`config.mk`:
```
export PLATFORM = sky130hd
export DESIGN_NAME = gpio_ports
export DESIGN_NICKNAME = d
export VERILOG_FILES = /design/src/rtl/gpio_pkg.sv /design/src/rtl/gpio_sync_if.sv /design/src/rtl/gpio_pin_sync.sv /design/src/rtl/gpio_ports.sv
export SDC_FILE = /design/constraint.sdc
export NUM_CORES = 1
export LEC_CHECK = 0
export BUFFER_PORTS_ARGS = -buffer_cell sky130_fd_sc_hd__buf_4
export CORE_MARGIN = 5
export CORE_UTILIZATION = 55
export CTS_CLUSTER_DIAMETER = 40
export CTS_CLUSTER_SIZE = 25
export DETAILED_ROUTE_END_ITERATION = 8
export GPL_TIMING_DRIVEN = 0
export PLACE_DENSITY = 0.83
export REMOVE_ABC_BUFFERS = 1
export SYNTH_ARGS = -nofsm -noshare
export SYNTH_HDL_FRONTEND = slang
export SYNTH_SLANG_ARGS = --single-unit
```
`constraint.sdc`:
```
create_clock -name I_CLK -period 8.1 [get_ports I_CLK]
set_clock_uncertainty 0.15 [all_clocks]
set_input_delay 0.405 -clock I_CLK [delete_from_list [all_inputs] [get_ports I_CLK]]
set_output_delay 0.405 -clock I_CLK [all_outputs]
set_load 0.02 [all_outputs]
```
`src/rtl/gpio_pkg.sv`:
```
// package: register map, reset values and field positions of the gpio port block
package gpio_pkg;
  localparam int unsigned NUM_PORTS  = 4;
  localparam int unsigned PORT_WIDTH = 8;

  // register byte offsets on the ahb-lite bus
  localparam logic [7:0] ADDR_DATA0      = 8'h00;
  localparam logic [7:0] ADDR_DIR0       = 8'h10;
  localparam logic [7:0] ADDR_BITOP      = 8'h20;
  localparam logic [7:0] ADDR_PULLUP_EN  = 8'h24;
  localparam logic [7:0] ADDR_WAKE_SEL   = 8'h28;
  localparam logic [7:0] ADDR_SHARE_C    = 8'h2c;
  localparam logic [7:0] ADDR_SHARE_D    = 8'h30;
  localparam logic [7:0] ADDR_SHARE_INT  = 8'h34;
  localparam logic [7:0] ADDR_CONV_CTRL  = 8'h38;
  localparam logic [7:0] ADDR_CONV_SEL   = 8'h3c;
  localparam logic [7:0] ADDR_POWER_DOWN = 8'h40;
  localparam logic [7:0] ADDR_IRQ_STATUS = 8'h44;
  localparam logic [7:0] ADDR_IRQ_MASK   = 8'h48;

  // reset values
  localparam logic [7:0] RST_DATA      = 8'hff;
  localparam logic [7:0] RST_DIR       = 8'hff;
  localparam logic [7:0] RST_ZERO      = 8'h00;

  // bit-operation register fields: [2:0] bit, [5:4] port, [8] set/clear value
  localparam int unsigned BITOP_BIT_LSB  = 0;
  localparam int unsigned BITOP_PORT_LSB = 4;
  localparam int unsigned BITOP_VAL_POS  = 8;

  // converter control field positions
  localparam int unsigned CONV_CH_LSB    = 3;
  localparam int unsigned CONV_EN_POS    = 4;

  // interrupt status bits
  localparam int unsigned IRQ_WAKE_POS   = 0;
  localparam int unsigned IRQ_EXT_POS    = 1;
  localparam int unsigned IRQ_WIDTH      = 2;

  // external interrupt and oscillator sharing
  localparam int unsigned EXT_INT_PIN    = 5;
  localparam int unsigned OSC_LINES      = 4;
endpackage : gpio_pkg

```
`src/rtl/gpio_sync_if.sv`:
```
// interface: synchronised pin levels between the sync stage and the port logic
interface gpio_sync_if;
  logic [31:0] raw;
  logic [31:0] level;
  modport sync (input raw, output level);
  modport user (output raw, input level);
endinterface : gpio_sync_if

```
`src/rtl/gpio_pin_sync.sv`:
```
// module: two-flop synchroniser for all port pin inputs
module gpio_pin_sync (
  // clock and reset
  input  wire logic   i_clk,
  input  wire logic   i_rst,
  // pins
  gpio_sync_if.sync   sif
);
  typedef struct packed {
    logic [31:0] meta;
    logic [31:0] level;
  } gpio_sync_s;

  gpio_sync_s st;
  gpio_sync_s next_st;

  always_comb begin
    next_st       = st;
    next_st.meta  = sif.raw;
    next_st.level = st.meta;
  end

  always_ff @(posedge i_clk or posedge i_rst) begin
    if (i_rst) begin
      st <= '0;
    end else begin
      st <= next_st;
    end
  end

  assign sif.level = st.level;
endmodule // gpio_pin_sync

```
`src/rtl/gpio_ports.sv`:
```
// module: four bidirectional 8-bit ports with ahb-lite registers, wake-up and interrupts
module gpio_ports (
  // clock and reset
  input  wire logic        I_CLK,
  input  wire logic        I_RST,
  // ahb-lite slave
  input  wire logic        I_HSEL,
  input  wire logic [7:0]  I_HADDR,
  input  wire logic [1:0]  I_HTRANS,
  input  wire logic        I_HWRITE,
  input  wire logic [2:0]  I_HSIZE,
  input  wire logic [31:0] I_HWDATA,
  input  wire logic        I_HREADY,
  output logic      [31:0] O_HRDATA,
  output logic             O_HREADYOUT,
  output logic             O_HRESP,
  // port pins, index 8*port+bit
  input  wire logic [31:0] I_PIN,
  output logic      [31:0] O_PIN,
  output logic      [31:0] O_PIN_OE_N,
  output logic      [31:0] O_PULLUP,
  // shared functions
  output logic      [7:0]  O_ANALOG_SEL,
  output logic      [7:0]  O_SWITCH_SEL,
  output logic      [3:0]  O_OSC_SEL,
  output logic             O_EXT_INT,
  // power and interrupt
  output logic             O_POWER_DOWN,
  output logic             O_IRQ
);
  localparam int unsigned W = gpio_pkg::PORT_WIDTH;

  typedef struct packed {
    logic [31:0] data;
    logic [31:0] dir;
    logic [3:0]  pullup_en;
    logic [7:0]  wake_sel;
    logic [7:0]  share_c;
    logic [3:0]  share_d;
    logic        share_int;
    logic [7:0]  conv_ctrl;
    logic [7:0]  conv_sel;
    logic        power_down;
    logic [1:0]  irq_status;
    logic [1:0]  irq_mask;
    logic [7:0]  pa_prev;
    logic        ext_prev;
    logic        dp_write;
    logic [7:0]  dp_addr;
    logic [31:0] rdata;
  } gpio_ports_s;

  gpio_ports_s st;
  gpio_ports_s next_st;

  gpio_sync_if sif ();
  assign sif.raw = I_PIN;

  gpio_pin_sync u_sync (
    .i_clk (I_CLK),
    .i_rst (I_RST),
    .sif   (sif)
  );

  logic [31:0] pin_level;
  logic [31:0] shared;
  logic [31:0] port_view;
  logic [7:0]  analog;
  logic        addr_phase;
  logic [7:0]  fall;
  logic [2:0]  bit_idx;
  logic [1:0]  port_idx;
  logic [7:0]  rmw;
  logic [31:0] wd;

  assign pin_level = sif.level;

  // analog select: when the converter is enabled, the conv_sel mask picks the analog pins
  always_comb begin
    analog = '0;
    if (st.conv_ctrl[gpio_pkg::CONV_EN_POS]) begin
      analog = st.conv_sel;
    end
  end

  // pins owned by shared functions
  always_comb begin
    shared = '0;
    shared[2*W +: W] = st.share_c;
    shared[3*W +: gpio_pkg::OSC_LINES] = st.share_d;
    shared[W +: W] = analog;
  end

  // readable port view: input pins live, output pins from the latch
  genvar g;
  generate
    for (g = 0; g < 32; g++) begin : g_pin
      assign port_view[g] = st.dir[g] ? pin_level[g] : st.data[g];
      assign O_PIN[g]      = st.data[g];
      assign O_PIN_OE_N[g] = st.dir[g] | shared[g];
      assign O_PULLUP[g]   = st.pullup_en[g / W] & st.dir[g] & ~shared[g];
    end
  endgenerate

  assign O_ANALOG_SEL = analog;
  assign O_SWITCH_SEL = st.share_c;
  assign O_OSC_SEL    = st.share_d;
  // external interrupt only when selected and the pin is an input
  assign O_EXT_INT    = st.share_int & st.dir[gpio_pkg::EXT_INT_PIN] &
                        pin_level[gpio_pkg::EXT_INT_PIN];

  assign addr_phase = I_HSEL & I_HREADY & I_HTRANS[1];
  assign fall       = st.pa_prev & ~pin_level[W-1:0] & st.wake_sel;
  assign wd         = I_HWDATA;
  assign bit_idx    = wd[gpio_pkg::BITOP_BIT_LSB +: 3];
  assign port_idx   = wd[gpio_pkg::BITOP_PORT_LSB +: 2];

  // read-modify-write source byte for single bit operations
  always_comb begin
    rmw = port_view[port_idx*W +: W];
    rmw[bit_idx] = wd[gpio_pkg::BITOP_VAL_POS];
  end

  always_comb begin
    next_st          = st;
    next_st.pa_prev  = pin_level[W-1:0];
    next_st.ext_prev = O_EXT_INT;
    next_st.dp_write = 1'b0;
    if (addr_phase) begin
      next_st.dp_write = I_HWRITE;
      next_st.dp_addr  = I_HADDR;
      next_st.rdata    = '0;
      case (I_HADDR)
        gpio_pkg::ADDR_DATA0,
        gpio_pkg::ADDR_DATA0 + 8'h04,
        gpio_pkg::ADDR_DATA0 + 8'h08,
        gpio_pkg::ADDR_DATA0 + 8'h0c: begin
          next_st.rdata[W-1:0] = port_view[I_HADDR[3:2]*W +: W];
        end
        gpio_pkg::ADDR_DIR0,
        gpio_pkg::ADDR_DIR0 + 8'h04,
        gpio_pkg::ADDR_DIR0 + 8'h08,
        gpio_pkg::ADDR_DIR0 + 8'h0c: begin
          next_st.rdata[W-1:0] = st.dir[I_HADDR[3:2]*W +: W];
        end
        gpio_pkg::ADDR_PULLUP_EN:  next_st.rdata[3:0] = st.pullup_en;
        gpio_pkg::ADDR_WAKE_SEL:   next_st.rdata[7:0] = st.wake_sel;
        gpio_pkg::ADDR_SHARE_C:    next_st.rdata[7:0] = st.share_c;
        gpio_pkg::ADDR_SHARE_D:    next_st.rdata[3:0] = st.share_d;
        gpio_pkg::ADDR_SHARE_INT:  next_st.rdata[0]   = st.share_int;
        gpio_pkg::ADDR_CONV_CTRL:  next_st.rdata[7:0] = st.conv_ctrl;
        gpio_pkg::ADDR_CONV_SEL:   next_st.rdata[7:0] = st.conv_sel;
        gpio_pkg::ADDR_POWER_DOWN: next_st.rdata[0]   = st.power_down;
        gpio_pkg::ADDR_IRQ_STATUS: next_st.rdata[1:0] = st.irq_status;
        gpio_pkg::ADDR_IRQ_MASK:   next_st.rdata[1:0] = st.irq_mask;
        default:                   next_st.rdata      = '0;
      endcase
    end
    // data phase writes
    if (st.dp_write) begin
      case (st.dp_addr)
        gpio_pkg::ADDR_DATA0,
        gpio_pkg::ADDR_DATA0 + 8'h04,
        gpio_pkg::ADDR_DATA0 + 8'h08,
        gpio_pkg::ADDR_DATA0 + 8'h0c: begin
          next_st.data[st.dp_addr[3:2]*W +: W] = wd[W-1:0];
        end
        gpio_pkg::ADDR_DIR0,
        gpio_pkg::ADDR_DIR0 + 8'h04,
        gpio_pkg::ADDR_DIR0 + 8'h08,
        gpio_pkg::ADDR_DIR0 + 8'h0c: begin
          next_st.dir[st.dp_addr[3:2]*W +: W] = wd[W-1:0];
        end
        gpio_pkg::ADDR_BITOP:      next_st.data[port_idx*W +: W] = rmw;
        gpio_pkg::ADDR_PULLUP_EN:  next_st.pullup_en  = wd[3:0];
        gpio_pkg::ADDR_WAKE_SEL:   next_st.wake_sel   = wd[7:0];
        gpio_pkg::ADDR_SHARE_C:    next_st.share_c    = wd[7:0];
        gpio_pkg::ADDR_SHARE_D:    next_st.share_d    = wd[3:0];
        gpio_pkg::ADDR_SHARE_INT:  next_st.share_int  = wd[0];
        gpio_pkg::ADDR_CONV_CTRL:  next_st.conv_ctrl  = wd[7:0];
        gpio_pkg::ADDR_CONV_SEL:   next_st.conv_sel   = wd[7:0];
        gpio_pkg::ADDR_POWER_DOWN: next_st.power_down = wd[0];
        gpio_pkg::ADDR_IRQ_STATUS: next_st.irq_status = st.irq_status & ~wd[1:0];
        gpio_pkg::ADDR_IRQ_MASK:   next_st.irq_mask   = wd[1:0];
        default: ;
      endcase
    end
    // wake on a selected falling port a pin; set wins over clear
    if (st.power_down && (|fall)) begin
      next_st.power_down = 1'b0;
      next_st.irq_status[gpio_pkg::IRQ_WAKE_POS] = 1'b1;
    end
    // external interrupt on falling edge of the shared line
    if (st.ext_prev && !O_EXT_INT && st.share_int) begin
      next_st.irq_status[gpio_pkg::IRQ_EXT_POS] = 1'b1;
    end
  end

  always_ff @(posedge I_CLK or posedge I_RST) begin
    if (I_RST) begin
      st            <= '0;
      st.data       <= {4{gpio_pkg::RST_DATA}};
      st.dir        <= {4{gpio_pkg::RST_DIR}};
      st.pa_prev    <= gpio_pkg::RST_ZERO;
    end else begin
      st <= next_st;
    end
  end

  assign O_HRDATA     = st.rdata;
  assign O_HREADYOUT  = 1'b1;
  assign O_HRESP      = 1'b0;
  assign O_POWER_DOWN = st.power_down;
  assign O_IRQ        = |(st.irq_status & st.irq_mask);
endmodule // gpio_ports

```
==> impl_metrics.toml, run 1 <==
[outcome]
outcome = "finished clean"

[grt]
grt_pass1_vias = 8150
grt_pass1_wl_um = 49100
gr-total-overflow = 0
antenna_found_initial = 0
grt_util_all_layers = 0.296
grt_max_degree = 130

[place]
dp_cells = 1266
placed_area_um2 = 11300
io_buffers = 181
dp_hpwl_um = 22100
gp_congestion = 0.938

[synth]
yosys.area_share.simple = 0.168
synth_top_family_by_area = "simple AND/OR/NAND/NOR gates"
synth_area_per_cell_um2 = 10.8
ys_warn_count = 0
synth-compound-area-share = 0.103
synth_area_leaders = "dfrtp_1, dfstp_2, buf_4"
yosysTopAreaCellShare = 0.328
muxShareOfSynthArea = 0.137
ys_types = 69
yosysSeqAreaShare = 0.491
postSynthCellCount = 959
synth_most_common_cell = "dfrtp_1"
yosys.area.top_type = "dfrtp_1"
synthAdderAreaFrac = 0.0109
synthTopCellsByCount = "dfrtp_1, nand2_1, buf_4"
synthXorXnorAreaFrac = 0
synth-edff-count = 0
async_reset_ff_frac = 1.00
ys_ff_latch = 200
netlist_area_um2 = 10400
synth_ff_type = "dfrtp_1"

[setup_path]
rrSetupSlack_ns = 5.15
critPathArrivalTime_ns = 3.16
start_kind = "flop"
crit_path_end_kind = "flop"
cp.required_ns = 8.31
crit_type = "flop to flop"
worstRegToRegCells = 7
timing.rr.start = "st[34]$_DFFE_PP0P_"
reg2reg_to = "O_PIN[26]$_DFFE_PP1P_"
critPathMaxFanout = 16

[run]
cap_violations = 0

[sta]
hold_viol = 0
maxSlewViolCount = 0
fmax_mhz = 339
period_share = 0.365
rsz0062_at_grt = "no"
tightest_slew_ns = 1.06
period_minus_slack_ns = 2.95
slew_headroom = 0.293
fin_setup_tns_ns = 0
setup_viol = 0

[final_layout]
seq_area_um2 = 5080
n_antenna_cell = 0
drive_above_1_share = 0.357
n_fill_cell = 1418
fin_area_um2 = 12200
fin_cells = 1330
syn_to_final_growth_pct = 17.9
multiInputGateArea_um2 = 4450
nets = 1175

[min_path]
min_delay_path_depth = 2
min-delay-start = "I_HWRITE"
hold_path_class = "input pin to flop"
hold_end = "st[40]$_DFF_PP0_"

[clock_network]
htree_levels = 4
cts.sinks = 200
cts_buffers = 17
clock_latency_ns = 0.45
cts_tree = "built"
clk_pin_slew_ns = 0.07
postCtsSetupBuffers = 0
clockBufferDepth = 2
clock-root-buffer = "clkbuf_16"

[floorplanning]
die_h_um = 147
coreArea_um2 = 18600
dieArea_um2 = 21700
die-width_um = 147
start_util = 0.556
ioPinCount = 235
rows = 50

[routing]
drt_pre_antenna_iters = 6
num_vias = 8224
drt_wl_total_um = 32100
drtIter0Drc = 996
wl_per_cell_um = 24.1
drc_errors = 0
ant_nets = 0
viasPerCell = 6.18

[power_and_ir_drop]
ir_drop_mv = 0.162
power.total_uw = 2470
p_leak_uw = 0.00562
powerDensity_nw_per_um2 = 202
-- sequential cells by signal, summed over array words and instances, names as in the netlist --
name and cells:
O_PIN_OE_N 12, u_sync.sif.level 32, O_SWITCH_SEL 8, O_HRDATA 8, O_OSC_SEL 4, O_POWER_DOWN 1, u_sync.next_st 32, st 71
O_PIN 32
-- worst max-delay path by stage --
stage                             startpoint                           to
final                     st[34]$_DFFE_PP0P_        O_PIN[26]$_DFFE_PP1P_
after global routing      st[34]$_DFFE_PP0P_        O_PIN[19]$_DFFE_PP1P_
after detailed placement          I_HADDR[1]      O_HRDATA[1]$_DFFE_PP0P_
after floorplan                        I_RST      O_HRDATA[0]$_DFFE_PP0P_
after global placement                 I_RST  u_sync.next_st[6]$_DFF_PP0_
after CTS                 st[34]$_DFFE_PP0P_        O_PIN[26]$_DFFE_PP1P_
-- per-layer routing --
layer  GRT usage  routed length, um
met5           0                  0
met4       0.106               1100
met3      0.0935               3350
met2       0.466              15300
met1       0.388              12400
-- area by class of cell --
| class | count | share of cell area |
|---|---|---|
| Timing Repair Buffer | 218 | 0.143 |
| Sequential cell | 200 | 0.416 |
| Inverter | 19 | 0.00645 |
| Clock buffer | 21 | 0.0385 |
| Tap cell | 234 | 0.0240 |
| Clock inverter | 10 | 0.00778 |
| Multi-Input combinational cell | 628 | 0.364 |
-- stage by stage --
step	worst slack, ns	hold slack [ns]	utilization
global route	5.05	0.0306	0.656
global placement	0.116	0.182	0.603
CTS	5.24	0.0288	0.656
floorplan	2.20	0.181	-
finish	5.15	0.0348	0.656
detailed placement	5.23	0.185	0.608
-- critical path, stage by stage (launching register included) --
cell and delay, ns:
dfrtp_1 0.47, inv_1 0.20, ha_1 0.48, nor3b_2 0.38, nand3_1 0.15, a21oi_2 0.73, nand4_1 0.18, o221ai_1 0.12
-- power breakdown --
group          internal (uW)  switching (uW)  total (uW)
registers               1090            86.4        1170
clock network            448             387         835
logic                    191             269         459
total                   1730             742        2470
-- what timing repair did --
item / in CTS / in global routing
gates resized for setup: 0 / 0
endpoints found under the setup margin: 0 / 0
hold endpoints to repair: 73 / 0
hold buffers: 33 / 0
-- layout by cell type, fill, tap and decap left out, types with 20 or more instances in the layout --
cell	netlist	final
nor2_1	40	40
dfstp_2	64	64
conb_1	2	26
or2_2	21	21
o21ai_0	45	45
dfrtp_1	136	136
nand2_1	117	117
buf_4	90	181
mux2i_1	44	44
nand3_1	27	27
and2_1	32	32
o22ai_1	20	20
mux2_2	51	51
dlygate4sd3_1	0	33
-- kinds of logic after synthesis --
logic type               Yosys count
buffers and inverters            155
AO/OA/AOI/OAI                    161
AND/OR/NAND/NOR                  319
adder cells (fa/ha/maj)            9
other                              2
flip-flops                       200
multiplexers                     113
Note: power is estimated with default switching activity, not from simulation.
==> run 2: changes to the inputs <==
--- a/config.mk
+++ b/config.mk
@@ -7,12 +7,12 @@
 export LEC_CHECK = 0
 export BUFFER_PORTS_ARGS = -buffer_cell sky130_fd_sc_hd__buf_4
 export CORE_MARGIN = 5
-export CORE_UTILIZATION = 55
+export CORE_UTILIZATION = 49
 export CTS_CLUSTER_DIAMETER = 40
 export CTS_CLUSTER_SIZE = 25
 export DETAILED_ROUTE_END_ITERATION = 8
 export GPL_TIMING_DRIVEN = 0
-export PLACE_DENSITY = 0.83
+export PLACE_DENSITY = 0.78
 export REMOVE_ABC_BUFFERS = 1
 export SYNTH_ARGS = -nofsm -noshare
 export SYNTH_HDL_FRONTEND = slang
==> constraint.sdc (replaced) <==
create_clock -name I_CLK -period 2.5 [get_ports I_CLK]
set_clock_uncertainty 0.15 [all_clocks]
set_input_delay 0.125 -clock I_CLK [delete_from_list [all_inputs] [get_ports I_CLK]]
set_output_delay 0.125 -clock I_CLK [all_outputs]
set_load 0.02 [all_outputs]
==> run 2 against run 1 <==
  * Total power rose to 3.4 times the previous value
  * Global-route usage fell by 2.8 points
  * Critical path type unchanged
  * Largest power group unchanged
  * First-iteration DRC count fell by 3.6%
==> impl_metrics.toml, run 2 (synthesized netlist as in run 1, its figures left out) <==
[outcome]
outcome = "finished clean"

[final_layout]
n_antenna_cell = 0
final_cell_mix = "buf_4, dfrtp_1, nand2_1"
multiInputGateArea_um2 = 4540
mostFrequentLayoutCell = "buf_4"
fin_area_um2 = 12700
regMostFlops = "st"
nets = 1200
drive_above_1_share = 0.370
syn_to_final_growth_pct = 22.3
largest_reg_flops = 71
fin_cells = 1397
n_fill_cell = 1693
seq_area_um2 = 5090

[clock_network]
cts_tree = "built"
clockBufferDepth = 2
clk_pin_slew_ns = 0.07
cts_buffers = 17
clock-root-buffer = "clkbuf_16"
cts.sinks = 200
htree_levels = 4
clock_latency_ns = 0.45

[power_and_ir_drop]
p_switching_uw = 2500
power.total_uw = 8330
p_leak_uw = 0.00577
powerDensity_nw_per_um2 = 657
ir_drop_mv = 0.444
combPwrFrac = 0.188
pwr-share-clk = 0.356
switching_share = 0.300
p_int_uw = 5830
seq_power_share = 0.456

[setup_path]
start_kind = "flop"
crit_path_end_kind = "flop"
critPathArrivalTime_ns = 2.62
crit_type = "flop to flop"
cp.required_ns = 2.72
critical_path.endpoint = "O_PIN[9]$_DFFE_PP1P_"
critPathLaunch = "st[34]$_DFFE_PP0P_"
rrSetupSlack_ns = 0.09
timing.rr.start = "st[34]$_DFFE_PP0P_"
reg2reg_to = "O_PIN[9]$_DFFE_PP1P_"
critPathMaxFanout = 14
worstRegToRegCells = 8

[sta]
maxSlewViolCount = 0
slew_headroom = 0.365
hold_viol = 0
setup_viol = 0
rsz0062_at_grt = "no"
finalWorstSetupSlack_ns = 0.0948
period_minus_slack_ns = 2.41
fmax_mhz = 416
period_share = 0.962
tightest_slew_ns = 0.950

[place]
dpl_worst_slack_ns = -0.420
placed_area_um2 = 11400
gp_congestion = 0.926
dp_hpwl_um = 22600
dp_cells = 1307
io_buffers = 181

[routing]
drtIter0Drc = 960
drc_errors = 0
viasPerCell = 5.95
drt_pre_antenna_iters = 6
wl_per_cell_um = 23.5
ant_nets = 0
drt_wl_total_um = 32800
num_vias = 8313

[floorplanning]
coreArea_um2 = 21000
die-width_um = 155
die_h_um = 155
dieArea_um2 = 24200
start_util = 0.495
rows = 53
ioPinCount = 235

[grt]
grt_max_degree = 121
antenna_found_initial = 0
grt_pass1_wl_um = 49500
grt_util_all_layers = 0.268
gr-total-overflow = 0
grt_pass1_vias = 8220

[run]
cap_violations = 0

[min_path]
hold_path_class = "input pin to flop"
-- run 2: worst min path at each step --
| stage | start | to | slack, ns | cells past startpoint |
|---|---|---|---|---|
| after floorplan | I_PIN[0] | u_sync.next_st[0]$_DFF_PP0_ | 0.006 | 0 |
| after global placement | I_PIN[29] | u_sync.next_st[29]$_DFF_PP0_ | 0.08 | 1 |
| after detailed placement | I_PIN[18] | u_sync.next_st[18]$_DFF_PP0_ | 0.09 | 1 |
| after CTS | I_HADDR[2] | st[34]$_DFFE_PP0P_ | 0.02 | 3 |
| after global routing | I_HADDR[0] | O_HRDATA[1]$_DFFE_PP0P_ | 0.05 | 5 |
| final | I_HADDR[2] | st[34]$_DFFE_PP0P_ | 0.02 | 3 |
-- run 2: power by group through the flow --
stage	registers, uW	clock network, uW	logic (uW)
finish	3800	2970	1560
global route	3820	3110	1670
CTS	3780	2990	1520
detailed placement	3840	0	1420
global placement	3830	0	1360
floorplan	3830	0	751
-- run 2: metrics by stage --
step	setup TNS, ns	hold slack [ns]	util
final	0	0.0167	0.605
after global routing	0	0.0461	0.605
after CTS	0	0.0153	0.600
after detailed placement	-14.20	0.0856	0.543
after global placement	-940.42	0.0844	0.539
after floorplan	-528.86	0.00643	-
-- run 2: layout make-up --
class,count,area share
well taps,275,0.0272
repair buffers,243,0.157
multi-input cells,628,0.358
flip-flops and latches,200,0.401
inverters,19,0.00642
clock inverters,14,0.0149
clock buffers,18,0.0347
-- run 2: what timing repair did --
item,in CTS,in global routing
buffers inserted,3,7
hold buffers,48,0
endpoints found under the setup margin,56,49
endpoints found under the hold margin,178,0
pin swaps,2,3
gates resized for setup,12,8
cloned,0,0
-- run 2: critical path: stages, from the launching register on --
cell and delay, ns:
dfrtp_2 0.49, inv_4 0.13, ha_4 0.28, nor4_1 0.10
nand4b_4 0.28, nor3_4 0.19, buf_4 0.15, nand4_4 0.26
o221ai_2 0.29
-- run 2: per-layer routing --
layer,part of all wire,wire (um),GRT usage
met5,0,0,0
met4,0.035,1130,0.113
met3,0.11,3560,0.0740
met2,0.48,15700,0.426
met1,0.38,12400,0.347
